===== src/rtl/eeprom_cmd_pkg.sv =====
// package for the serial eeprom command block
// shared by the design and the bench; no assumptions beyond a 20 MHz clock
package eeprom_cmd_pkg;
  localparam int WORD_W     = 16;
  localparam int ADDR_W     = 10;
  localparam int OP_W       = 2;
  localparam int FRAME_W    = OP_W + ADDR_W;
  localparam int CLK_HZ     = 20_000_000;
  localparam int PROG_MAX_US = 10_000;
  localparam int PROG_CYCLES_MAX = (PROG_MAX_US * (CLK_HZ / 1_000_000));
  localparam int PROG_CYCLES_DEF = 80_000;
  localparam logic [OP_W-1:0] OP_READ  = 2'h2;
  localparam logic [OP_W-1:0] OP_WRITE = 2'h1;
  localparam logic [OP_W-1:0] OP_ERASE = 2'h3;
  localparam logic [OP_W-1:0] OP_MISC  = 2'h0;
  localparam logic [1:0] MISC_ENABLE   = 2'h3;
  localparam logic [1:0] MISC_DISABLE  = 2'h0;
  localparam logic [WORD_W-1:0] ERASED_WORD = 16'hFFFF;

  typedef enum logic [1:0] {ST_IDLE, ST_SHIFT, ST_PROG} phase_t;

  typedef struct packed {
    logic serial_clock;
    logic serial_data_in;
    logic chip_select;
  } link_in_t;

  typedef struct packed {
    logic data_out;
    logic data_out_en;
  } link_out_t;

  typedef struct packed {
    logic              req;
    logic              erase;
    logic [ADDR_W-1:0] addr;
    logic [WORD_W-1:0] data;
  } prog_req_t;
endpackage


===== src/rtl/eeprom_cmd.sv =====
// command logic of a 16-bit word serial eeprom: start bit, erase, enable/disable,
// self-timed programming and busy/ready polling on data-out.
// assumes link pins already synchronous to clk; storage array is held here.
// Functional notes
// - erase targets one addressed 16-bit word
// - erase frame is start, opcode, address only
// - chip select fall starts erase to ones
// - enable command permits write and erase
// - disable command rejects write and erase
// - power-up starts write protected
// - start bit needs data-in high on rise
// - programming starts on select fall after frame
// - busy shows data-out low when selected
// - ready shows data-out high after completion
// - data-out driven only during or after a programming cycle
// - start bit returns data-out to high impedance, unless it comes in the same cycle as the select rise after completion
// - clock and data-in ignored throughout programming cycle; chip select still gates data-out
// - link ignored while chip select low
// - low data-in clocks are dummy clocks
`timescale 1ns/1ps
module eeprom_cmd
  import eeprom_cmd_pkg::*;
#(
  parameter int PROG_CYCLES = PROG_CYCLES_DEF
) (
  // clock and reset
  input  wire logic                       clk,
  input  wire logic                       sys_rst,
  // serial link from host
  input  wire eeprom_cmd_pkg::link_in_t   link_in,
  // data-out pin, enable high while driven
  output logic                            data_out,
  output logic                            data_out_en,
  // status
  output logic                            program_enabled,
  output logic                            busy
);
  import eeprom_cmd_pkg::*;

  // counter wide enough for the whole programming time
  localparam int CNT_W = $clog2(PROG_CYCLES + 1);

  // bit counters hold up to one frame or one word
  localparam int BIT_W = 5;

  localparam logic [BIT_W-1:0] FRAME_BITS = BIT_W'(FRAME_W);
  localparam logic [BIT_W-1:0] WORD_BITS  = BIT_W'(WORD_W);
  localparam logic [BIT_W-1:0] BIT_ONE    = BIT_W'(1);
  localparam logic [CNT_W-1:0] CNT_LOAD   = CNT_W'(PROG_CYCLES);
  localparam logic [CNT_W-1:0] CNT_LAST   = CNT_W'(1);

  typedef struct packed {
    phase_t              phase;
    logic                sk_prev;
    logic                cs_prev;
    logic                wr_en;
    logic [BIT_W-1:0]    nbits;
    logic [FRAME_W-1:0]  frame;
    logic [WORD_W-1:0]   data;
    logic [BIT_W-1:0]    ndata;
    logic [CNT_W-1:0]    cnt;
    logic                done;
    logic                drive;
    logic                dout;
    prog_req_t           prog;
  } state_t;

  state_t            st_reg;
  state_t            st_next;
  link_out_t         pin_next;
  logic [WORD_W-1:0] mem [0:(1<<ADDR_W)-1];

  // opcode field sits right behind the start bit
  function automatic logic [OP_W-1:0] op_of(input logic [FRAME_W-1:0] f);
    op_of = f[FRAME_W-1 -: OP_W];
  endfunction

  function automatic logic [ADDR_W-1:0] addr_of(input logic [FRAME_W-1:0] f);
    addr_of = f[ADDR_W-1:0];
  endfunction

  // the two top address bits tell enable and disable apart
  function automatic logic [1:0] misc_of(input logic [FRAME_W-1:0] f);
    misc_of = f[ADDR_W-1 -: 2];
  endfunction

  function automatic logic is_prog_op(input logic [OP_W-1:0] op);
    is_prog_op = (op == OP_WRITE) || (op == OP_ERASE);
  endfunction

  function automatic logic is_enable_frame(input logic [FRAME_W-1:0] f);
    is_enable_frame = (op_of(f) == OP_MISC) && (misc_of(f) == MISC_ENABLE);
  endfunction

  function automatic logic is_disable_frame(input logic [FRAME_W-1:0] f);
    is_disable_frame = (op_of(f) == OP_MISC) && (misc_of(f) == MISC_DISABLE);
  endfunction

  function automatic logic [FRAME_W-1:0] shift_frame(
    input logic [FRAME_W-1:0] f,
    input logic               b
  );
    shift_frame = {f[FRAME_W-2:0], b};
  endfunction

  function automatic logic [WORD_W-1:0] shift_word(
    input logic [WORD_W-1:0] w,
    input logic              b
  );
    shift_word = {w[WORD_W-2:0], b};
  endfunction

  // erase needs no data bits; a write short of a full word never programs
  function automatic logic prog_ok(
    input logic [FRAME_W-1:0] f,
    input logic [BIT_W-1:0]   nd,
    input logic               en
  );
    logic data_ok;
    data_ok = (op_of(f) == OP_ERASE) || (nd == WORD_BITS);
    prog_ok = is_prog_op(op_of(f)) && en && data_ok;
  endfunction

  logic              sk_rise;
  logic              cs_fall;
  logic              cs_rise;
  logic              start_bit;
  logic              frame_full;
  logic              word_full;
  logic              cnt_last;
  logic [WORD_W-1:0] prog_word;

  assign sk_rise    = link_in.serial_clock && !st_reg.sk_prev;
  assign cs_fall    = !link_in.chip_select && st_reg.cs_prev;
  assign cs_rise    = link_in.chip_select && !st_reg.cs_prev;
  assign start_bit  = link_in.chip_select && sk_rise && link_in.serial_data_in;
  assign frame_full = (st_reg.nbits == FRAME_BITS);
  assign word_full  = (st_reg.ndata == WORD_BITS);
  assign cnt_last   = (st_reg.cnt == CNT_LAST);

  // word to store, chosen bit by bit
  for (genvar b = 0; b < WORD_W; b++) begin : g_word
    assign prog_word[b] = st_reg.prog.erase ? ERASED_WORD[b] : st_reg.prog.data[b];
  end

  always_comb begin
    st_next          = st_reg;
    st_next.sk_prev  = link_in.serial_clock;
    st_next.cs_prev  = link_in.chip_select;
    st_next.prog.req = 1'b0;
    case (st_reg.phase)
      ST_IDLE: begin
        if (start_bit) begin
          st_next.phase = ST_SHIFT;
          st_next.nbits = '0;
          st_next.ndata = '0;
          st_next.drive = 1'b0;
        end
        if (!link_in.chip_select) begin
          st_next.drive = 1'b0;
        end else if (st_reg.done && cs_rise) begin
          st_next.drive = 1'b1;
          st_next.dout  = 1'b1;
        end
      end
      ST_SHIFT: begin
        if (cs_fall) begin
          st_next.phase = ST_IDLE;
          st_next.done  = 1'b0;
          if (frame_full && is_enable_frame(st_reg.frame)) begin
            st_next.wr_en = 1'b1;
          end
          if (frame_full && is_disable_frame(st_reg.frame)) begin
            st_next.wr_en = 1'b0;
          end
          if (frame_full && prog_ok(st_reg.frame, st_reg.ndata, st_reg.wr_en)) begin
            st_next.phase      = ST_PROG;
            st_next.cnt        = CNT_LOAD;
            st_next.prog.req   = 1'b1;
            st_next.prog.erase = (op_of(st_reg.frame) == OP_ERASE);
            st_next.prog.addr  = addr_of(st_reg.frame);
            st_next.prog.data  = st_reg.data;
          end
        end else if (link_in.chip_select && sk_rise) begin
          if (!frame_full) begin
            st_next.frame = shift_frame(st_reg.frame, link_in.serial_data_in);
            st_next.nbits = st_reg.nbits + BIT_ONE;
          end else begin
            // overflow keeps only the last word shifted in
            st_next.data = shift_word(st_reg.data, link_in.serial_data_in);
            if (!word_full) begin
              st_next.ndata = st_reg.ndata + BIT_ONE;
            end
          end
        end
      end
      ST_PROG: begin
        // serial clock and data-in are not looked at here
        st_next.cnt   = st_reg.cnt - CNT_LAST;
        st_next.drive = link_in.chip_select;
        st_next.dout  = 1'b0;
        if (cnt_last) begin
          st_next.phase = ST_IDLE;
          st_next.done  = 1'b1;
          st_next.dout  = 1'b1;
        end
      end
      default: begin
        st_next.phase = ST_IDLE;
      end
    endcase
  end

  // pin values travel together into the output flops
  always_comb begin
    pin_next             = '0;
    pin_next.data_out    = st_next.dout;
    pin_next.data_out_en = st_next.drive;
  end

  always_ff @(posedge clk) begin
    if (sys_rst) begin
      st_reg       <= '0;
      st_reg.phase <= ST_IDLE;
      st_reg.wr_en <= 1'b0;
    end else begin
      st_reg <= st_next;
    end
  end

  // storage updated once per accepted programming request
  always_ff @(posedge clk) begin
    if (st_reg.prog.req) begin
      mem[st_reg.prog.addr] <= prog_word;
    end
  end

  // outputs straight from flops, so the pin never glitches
  always_ff @(posedge clk) begin
    if (sys_rst) begin
      data_out        <= 1'b0;
      data_out_en     <= 1'b0;
      program_enabled <= 1'b0;
      busy            <= 1'b0;
    end else begin
      data_out        <= pin_next.data_out;
      data_out_en     <= pin_next.data_out_en;
      program_enabled <= st_next.wr_en;
      busy            <= (st_next.phase == ST_PROG);
    end
  end
endmodule // eeprom_cmd


===== config.mk =====
export PLATFORM = sky130hd
export DESIGN_NAME = eeprom_cmd
export DESIGN_NICKNAME = d
export VERILOG_FILES = /design/src/rtl/eeprom_cmd_pkg.sv /design/src/rtl/eeprom_cmd.sv
export SDC_FILE = /design/constraint.sdc
export NUM_CORES = 1
export LEC_CHECK = 0
export ABC_CLOCK_PERIOD_IN_PS = 2600
export BUFFER_PORTS_ARGS = -buffer_cell sky130_fd_sc_hd__buf_2
export CORE_ASPECT_RATIO = 0.75
export CORE_MARGIN = 1.5
export CORE_UTILIZATION = 50
export CTS_CLUSTER_SIZE = 8
export DETAILED_ROUTE_END_ITERATION = 8
export PLACE_DENSITY_LB_ADDON = 0.12
export SLEW_MARGIN = 5
export SYNTH_ARGS = -nofsm -noshare
export SYNTH_HDL_FRONTEND = slang
export SYNTH_SLANG_ARGS = --single-unit

===== constraint.sdc =====
create_clock -name clk -period 2.6 [get_ports clk]
set_input_delay 0.39 -clock clk [delete_from_list [all_inputs] [get_ports clk]]
set_output_delay 0.39 -clock clk [all_outputs]
set_load 0.05 [all_outputs]

# Word-level counts from Yosys, hierarchy flattened
# Cells that the tools add are included.
# op_classes
eq_ne	21
reduce_logical	34
add_sub_neg	3
mux	27
bitwise	2
# op_table
operator	count
38-bit 2-to-1 mux	2
18-bit case mux with 2 select lines	1
17-bit 2-to-1 mux	2
2-bit != test, second input constant	11
21-bit 2-to-1 mux	1
5-bit case mux with 2 select lines	2
18-bit 2-to-1 mux	1
17-bit by 1-bit equality test with 1-bit output, second input constant	1
17-bit by 1-bit subtractor with 17-bit output, second input constant	1
1-bit logical AND	13
3-bit AND reduction	4
5-bit by 1-bit adder with 5-bit output, second input constant	2
2-bit 2-to-1 mux	5
5-bit 2-to-1 mux	2
1-bit 2-to-1 mux	9
2-bit equality test, second input constant	4
4-bit AND reduction	2
2-bit nonzero test	4
2-bit zero test	3
2-bit case mux with 3 select lines	1
6-bit AND reduction	1
5-bit by 4-bit equality test with 1-bit output, second input constant	1
5-bit equality test, second input constant	1
5-bit AND reduction	1
other kinds (7)	12
# word_totals
regBits	64
output_inout_bits	4
inputBits	5

# Logic depth before layout (Yosys ltp)
# Gate-level depths: netlist (run 1).
# logic_depth
word_depth	9
ltp_mapped	8
ltp_nobuf	6

# Worst setup path before layout (run 1)
# Ideal clock, no wire load.
# synth_path
path_type	register to register
start	register st_reg[81] (netlist bit)
end	register st_reg[71] (netlist bit)
setup_ps	128
setup_slack_ps	758
arrival_time_ps	1714
path_stages_with_launch	9
cell_sequence	dfxtp_1 inv_1 ha_1 and4b_1 clkbuf_1 nor3_2 buf_2 mux2i_1 nor2_1
# synth_via
elab_chain_cells	3
# synth_lines
item	line	text
from (decl)	eeprom_cmd.sv:68	state_t st_reg;
from (signal assigned)	eeprom_cmd.sv:227	st_reg <= st_next;
5-bit by 4-bit equality test with 1-bit output	eeprom_cmd.sv:137	assign frame_full = (st_reg.nbits == FRAME_BITS);
1-bit inverter (no line)	-	
4-bit AND reduction (no line)	-	
# Every way passes these cells.
# A chain may end at the register's enable or synchronous reset.

# Worst setup path in the final report (run 1)
# layout_path
start	register st_reg[37] (netlist bit)
end	register st_reg[47] (netlist bit)
# layout_via
elab_chain_cells	2
# layout_lines
item	line	text
17-bit by 1-bit subtractor with 17-bit output	eeprom_cmd.sv:199	st_next.cnt = st_reg.cnt - CNT_LAST;
18-bit case mux with 2 select lines	eeprom_cmd.sv:151	case (st_reg.phase)
# Every way passes these cells.

==> impl_metrics.csv, run 1 <==
group,metric,value,unit
drt,dr.pass1.iters,4,
setup_path,timing.critical_path.from,"st_reg[37]$_SDFFE_PP0P_",
cells_and_area,largest_reg_flops,44,
clock_tree,clock_path_buffers,2,
timing,rsz0062_at_grt,"no",
logic_synthesis,synth.distinct_cells,48,
job,maxCapViolCount,0,
setup_path,slowest_stage,"nor4_1",
setup_path,reg2reg_depth,4,
drt,postRouteAntennaNets,0,
drt,drt-initial-drc-count,80,
power,p_per_area,510,nW/um2
clock_tree,postCtsSetupBuffers,0,
placement,place.detailed.hpwl,3120,um
grt,grt_antenna_before_repair,0,
clock_tree,numCtsBuffers,5,
floorplan,die_area,4850,um2
drt,drc,0,
floorplan,die_w,80.0,um
setup_path,slowest_delay,0.68,ns
logic_synthesis,yosysTopAreaCell,"dfxtp_1",
grt,grt_usage,19.3,%
clock_tree,clkSlewWorstSetupHoldPaths,0.09,ns
logic_synthesis,avgSynthCellArea,9.03,um2
timing,slew_headroom,50.7,%
grt,grt_pass1_vias,1517,
clock_tree,cts-root-buf,"clkbuf_8",
timing,fin_crit,1.96,ns
clock_tree,clkSinkCount,48,
timing,fmax,511,MHz
placement,port_buffers,8,
cells_and_area,fin_nets,269,
min_path,hold_path_class,"primary input to flip-flop",
timing,fin_crit_sh,75.3,%
placement,dp_slack,0.713,ns
setup_path,cp.required,2.83,ns
cells_and_area,antenna_cells,0,
cells_and_area,ff_latch_area,961,um2
power,ir_worst_vdd,0.361,mV
setup_path,crit_family,"simple AND/OR/NAND/NOR gates",
placement,gp_congestion,0.814,
floorplan,io_pins,9,
clock_tree,clock_latency,0.30,ns
floorplan,rows,20,
logic_synthesis,yosys_warnings,0,
cells_and_area,layout_common_cells,"dfxtp_1 (48), nor2_1 (29), a21oi_1 (19), o21ai_0 (15), mux2i_1 (14)",
logic_synthesis,syn_nets,257,
drt,wirelength,4350,um
cells_and_area,multiInputGateArea,1190,um2
min_path,min-delay-start,"link_in[2]",
cells_and_area,syn_to_final_growth,9.30,%
logic_synthesis,ys_top_cells_by_area,"dfxtp_1 (43%), mux2i_1 (6.3%), nor2_1 (4.9%), a21oi_1 (4.3%), ha_1 (3.4%)",
setup_path,critical_path_class,"flip-flop to flip-flop",
cells_and_area,fill_cells,389,
logic_synthesis,syn_inst,246,
grt,grt_max_degree,33,
setup_path,crit_chain,"nor4_1, nand3_1, or3_1, a31oi_1",
drt,dr_total_vias,1807,
min_path,min_delay_path_depth,2,
timing,fin_worst_skew,0.0119,ns
setup_path,start_kind,"flip-flop",
setup_path,cp.arrival,2.19,ns
grt,grt_overflow,0,
drt,routed_via_density,5.75,
status,status,"completed",
clock_tree,cts_resized,0,
timing,finalHoldViolCount,0,
clock_tree,h-tree-depth,2,
floorplan,initial_core_util,53.5,%
floorplan,core_area,4150,um2
grt,grt_pass1_wl,7230,um
timing,setup_ws,0.641,ns
logic_synthesis,synth.top_cell.area_share,43.3,%
timing,tightestPinTransition,0.732,ns
cells_and_area,drive_gt1_share,11.2,%
setup_path,r2r_start,"st_reg[37]$_SDFFE_PP0P_",
setup_path,crit_buf_inv,0,
logic_synthesis,ys_ff_latch,48,
cells_and_area,layout_commonest_cell,"dfxtp_1",
floorplan,dieHeight,60.7,um
clock_tree,cts_tree,"done",
power,leakagePower,0.000877,uW
timing,drv_slew,0,
setup_path,cp.depth,4,
timing,fin_setup_tns,0,ns
setup_path,end_kind,"flip-flop",
clock_tree,cts_hold_buf,0,
timing,setup_viol,0,
drt,routedWlPerCell,13.8,um
setup_path,worst-path-max-fanout,7,
logic_synthesis,synth_seq_area_share,43.3,%
logic_synthesis,synth_area,2220,um2
## worst register-to-register path: stages (launching register included)
cell,delay (ns)
dfxtp_1,0.39
nor4_1,0.68
nand3_1,0.27
or3_1,0.40
a31oi_1,0.15
## logic make-up after synthesis
logic type,after synthesis,share of synthesized area (%)
adders and majority gates,6,3.38
muxes,14,6.31
AOI/OAI and AO/OA,52,14.1
buffers and inverters,18,3.16
xor gates and xnor gates,8,3.16
DFF,48,43.3
and+or+nand+nor,100,26.6
## cells in the mapped netlist (all sizes together)
cell / instances
nor2: 29
a31oi: 5
nand4: 4
o211a: 1
nand4bb: 1
clkbuf: 6
or3: 8
or4b: 2
o31ai: 1
nor4: 5
and4bb: 2
nor4bb: 1
o21a: 2
or4: 4
nor3b: 1
and4b: 1
nand2: 10
o41ai: 1
mux2i: 14
nor2b: 6
a41o: 1
and3b: 1
nand3: 4
or2: 1
o2111ai: 1
and2: 1
nand2b: 3
nand4b: 4
o21ai: 15
xor2: 5
o221ai: 1
a21oi: 19
ha: 6
a41oi: 1
xnor2: 3
nor4b: 1
a22oi: 1
dfxtp: 48
nor3: 9
nand3b: 2
a311oi: 2
inv: 10
o311ai: 1
buf: 2
## through the flow
stage	hold slack, ns	cells	power [uW]	utilization [%]	cell area [um2]
finish	0.350	314	1240	58.4	2430
CTS	0.346	314	1260	58.4	2430
global route	0.361	314	1300	58.4	2430
detailed placement	0.458	306	809	56.2	2330
floorplan	0.433	246	792	-	2220
global placement	0.442	306	809	56.2	2330
## final timing paths
| path | slack (ns) | end |
|---|---|---|
| max | 0.64 | st_reg[47]$_SDFFE_PP0P_ |
| max reg2reg | 0.64 | st_reg[47]$_SDFFE_PP0P_ |
| min reg2reg | 0.48 | st_reg[30]$_SDFFE_PP0P_ |
| min | 0.35 | st_reg[88]$_SDFF_PP0_ |
## metal layers
metal  part of all wire (%)  GRT usage [%]  vias to the layer above  wire [um]
met4                   0.41           4.43                        0         18
met5                      0              0                        -          0
li1                       -              -                      924          -
met3                    3.9           5.26                        2        168
met1                     56           29.2                      847       2450
met2                     39           27.1                       34       1710
## layout make-up
cell class                      instances  share of cell area [%]
Clock buffer                            6                    3.40
Timing Repair Buffer                   13                    3.20
Sequential cell                        48                    39.6
Inverter                               10                    1.55
Tap cell                               55                    2.84
Multi-Input combinational cell        180                    49.0
Clock inverter                          2                   0.412
## report_power, final
part	switching (uW)	internal (uW)	total, uW
Combinational	34.5	15.9	50.4
Sequential	2.68	739	741
Clock	234	212	447
Total	272	967	1240
Power figures use the tool's default switching activity.
==> run 2: changes to the inputs <==
ABC_AREA = 1   (was not set)
ABC_CLOCK_PERIOD_IN_PS = 1730   (was 2600)
clock period = 1.73 ns   (was 2.6 ns; I/O delays follow)
==> run 2 against run 1 <==
Worst hold slack got worse by 0.18 ns; sequential cell count unchanged; die area rose by 11%.
==> impl_metrics.csv, run 2 <==
group,metric,value,unit
timing,fin_setup_tns,0,ns
clock_tree,cts-root-buf,"clkbuf_8",
timing,fmax,627,MHz
status,status,"completed",
min_path,hold_path_class,"primary input to flip-flop",
job,maxCapViolCount,0,
drt,routedWlPerCell,11.8,um
setup_path,reg2reg_depth,11,
cells_and_area,syn_to_final_growth,9.23,%
timing,finalHoldViolCount,0,
cells_and_area,layout_commonest_cell,"nand2_1",
clock_tree,clock_path_buffers,2,
logic_synthesis,synth_area,2480,um2
power,leakagePower,0.00117,uW
power,p_per_area,743,nW/um2
setup_path,rr_endpoint,"st_reg[50]$_SDFFE_PP0P_",
floorplan,rows,21,
placement,port_buffers,8,
min_path,min_delay_path_depth,3,
grt,grt_antenna_before_repair,0,
setup_path,end_kind,"flip-flop",
logic_synthesis,yosys_warnings,0,
logic_synthesis,synth_seq_area_share,38.7,%
cells_and_area,fin_nets,397,
setup_path,timing.critical_path.from,"st_reg[81]$_SDFFE_PP0P_",
grt,grt_overflow,0,
drt,drc,0,
setup_path,start_kind,"flip-flop",
placement,gp_congestion,0.891,
clock_tree,clkSinkCount,48,
logic_synthesis,ys_ff_latch,48,
cells_and_area,drive_gt1_share,12.7,%
min_path,min-delay-start,"link_in[2]",
timing,tightestPinTransition,0.323,ns
min_path,holdPathEnd,"st_reg[88]$_SDFF_PP0_",
drt,postRouteAntennaNets,0,
drt,dr.pass1.iters,5,
timing,fin_worst_skew,0.00650,ns
logic_synthesis,synth_flop_cell,"dfxtp_1",
logic_synthesis,avgSynthCellArea,6.67,um2
grt,grt_pass1_vias,1903,
floorplan,dieHeight,64.0,um
cells_and_area,fill_cells,459,
logic_synthesis,syn_nets,383,
placement,dp_slack,0.117,ns
clock_tree,h-tree-depth,2,
logic_synthesis,ys_top_cells_by_count,"nand2_1 (77), nor2_1 (61), dfxtp_1 (48)",
timing,drv_slew,0,
floorplan,io_pins,9,
floorplan,die_w,84.3,um
timing,rsz0062_at_grt,"no",
logic_synthesis,yosysTopAreaCell,"dfxtp_1",
grt,grt_usage,20.5,%
setup_path,worst-path-max-fanout,8,
drt,dr_total_vias,2290,
clock_tree,cts_tree,"done",
drt,wirelength,5230,um
logic_synthesis,synth.top_cell.area_share,38.7,%
logic_synthesis,syn_inst,372,
timing,setup_viol,0,
timing,fin_crit_sh,92.1,%
power,ir_worst_vdd,0.427,mV
grt,grt_pass1_wl,8880,um
clock_tree,cts_hold_buf,0,
logic_synthesis,synth.distinct_cells,28,
clock_tree,clkSlewWorstSetupHoldPaths,0.09,ns
timing,fin_crit,1.59,ns
logic_synthesis,ys_top_cells_by_area,"dfxtp_1 (39%), nand2_1 (12%), nor2_1 (9.2%), nand3_1 (7.9%), a21oi_1 (6.7%)",
setup_path,r2r_start,"st_reg[81]$_SDFFE_PP0P_",
cells_and_area,layout_common_cells,"nand2_1 (77), nor2_1 (61), dfxtp_1 (46), inv_1 (44), nand3_1 (39)",
drt,routed_via_density,5.16,
cells_and_area,largest_reg_flops,44,
drt,drt-initial-drc-count,141,
floorplan,initial_core_util,53.6,%
timing,setup_ws,0.136,ns
logic_synthesis,async_reset_ff_share,0,%
timing,slew_headroom,78.4,%
logic_synthesis,synth_edf_count,0,
setup_path,cp.required,1.93,ns
logic_synthesis,yosysMostFrequentCell,"nand2_1",
clock_tree,postCtsSetupBuffers,0,
clock_tree,clock_latency,0.31,ns
floorplan,core_area,4620,um2
setup_path,r2r_setup_slack,0.14,ns
floorplan,die_area,5400,um2
setup_path,cp.arrival,1.79,ns
grt,grt_max_degree,28,
setup_path,critical_path_class,"flip-flop to flip-flop",
clock_tree,numCtsBuffers,5,
cells_and_area,antenna_cells,0,
placement,place.detailed.hpwl,3830,um
run 2: how the worst max path moves through the flow:
stage	to	slack (ns)	cells after the start
after floorplan	st_reg[31]$_SDFFE_PP0P_	0.28	12
after global placement	st_reg[77]$_SDFFE_PP0P_	0.20	9
after detailed placement	st_reg[78]$_SDFFE_PP0P_	0.12	9
after CTS	st_reg[78]$_SDFFE_PP0P_	0.11	9
after global routing	st_reg[52]$_SDFFE_PP0P_	0.009	12
final	st_reg[50]$_SDFFE_PP0P_	0.14	11
run 2: area by class of cell:
cell class	count	area [um2]	share of cell area, %
multi-input combinational	268	1300	48.1
sequential	48	963	35.6
inverter	48	180	6.65
timing repair buffer	15	92.6	3.42
clock buffer	6	82.6	3.05
tap	57	71.3	2.63
clock inverter	2	15.0	0.554
run 2: stage by stage:
stage / utilization (%) / cell area [um2] / std cells / power, uW / hold slack, ns
floorplan: - / 2480 / 372 / 1270 / 0.366
finish: 58.6 / 2710 / 444 / 2010 / 0.168
CTS: 58.3 / 2700 / 444 / 2030 / 0.163
detailed placement: 56.2 / 2600 / 436 / 1310 / 0.452
global placement: 56.2 / 2600 / 436 / 1310 / 0.451
global route: 58.6 / 2710 / 444 / 2110 / 0.170
run 2: what timing repair did:
| item | 4_1_cts | 5_1_grt |
|---|---|---|
| endpoints found under the setup margin | 0 | 12 |
| gates resized for setup | 0 | 3 |
| hold endpoints to repair | 0 | 0 |
run 2: critical path: stages (launching register included):
cell     delay (ns)
dfxtp_2        0.34
inv_1          0.07
ha_1           0.14
inv_1          0.04
nor2_1         0.08
nand2_1        0.11
inv_1          0.16
nand2_1        0.07
nand2_1        0.10
nand2_4        0.09
a31oi_1        0.21
nor2_1         0.07
run 2: logic make-up after synthesis:
group	Yosys count	share of synthesized area, %
AO/OA/AOI/OAI	58	12.4
XOR/XNOR	4	1.41
adder cells (fa/ha/maj)	6	3.03
buffers and inverters	56	9.03
flip-flops	48	38.7
AND/OR/NAND/NOR	200	35.4
run 2: metal layers:
layer | vias to the layer above | wire length (um) | track usage, %
met3 | 7 | 252 | 3.88
li1 | 1209 | - | -
met2 | 54 | 1930 | 25.8
met5 | - | 0 | 0
met4 | 0 | 74 | 6.76
met1 | 1020 | 2970 | 33.5
run 2: where the power goes:
part / total [uW] / switching [uW] / internal (uW) / leakage [uW]
clock network: 720 / 396 / 324 / 0.0000434
registers: 1130 / 13.1 / 1120 / 0.000389
logic: 157 / 105 / 52.9 / 0.000738
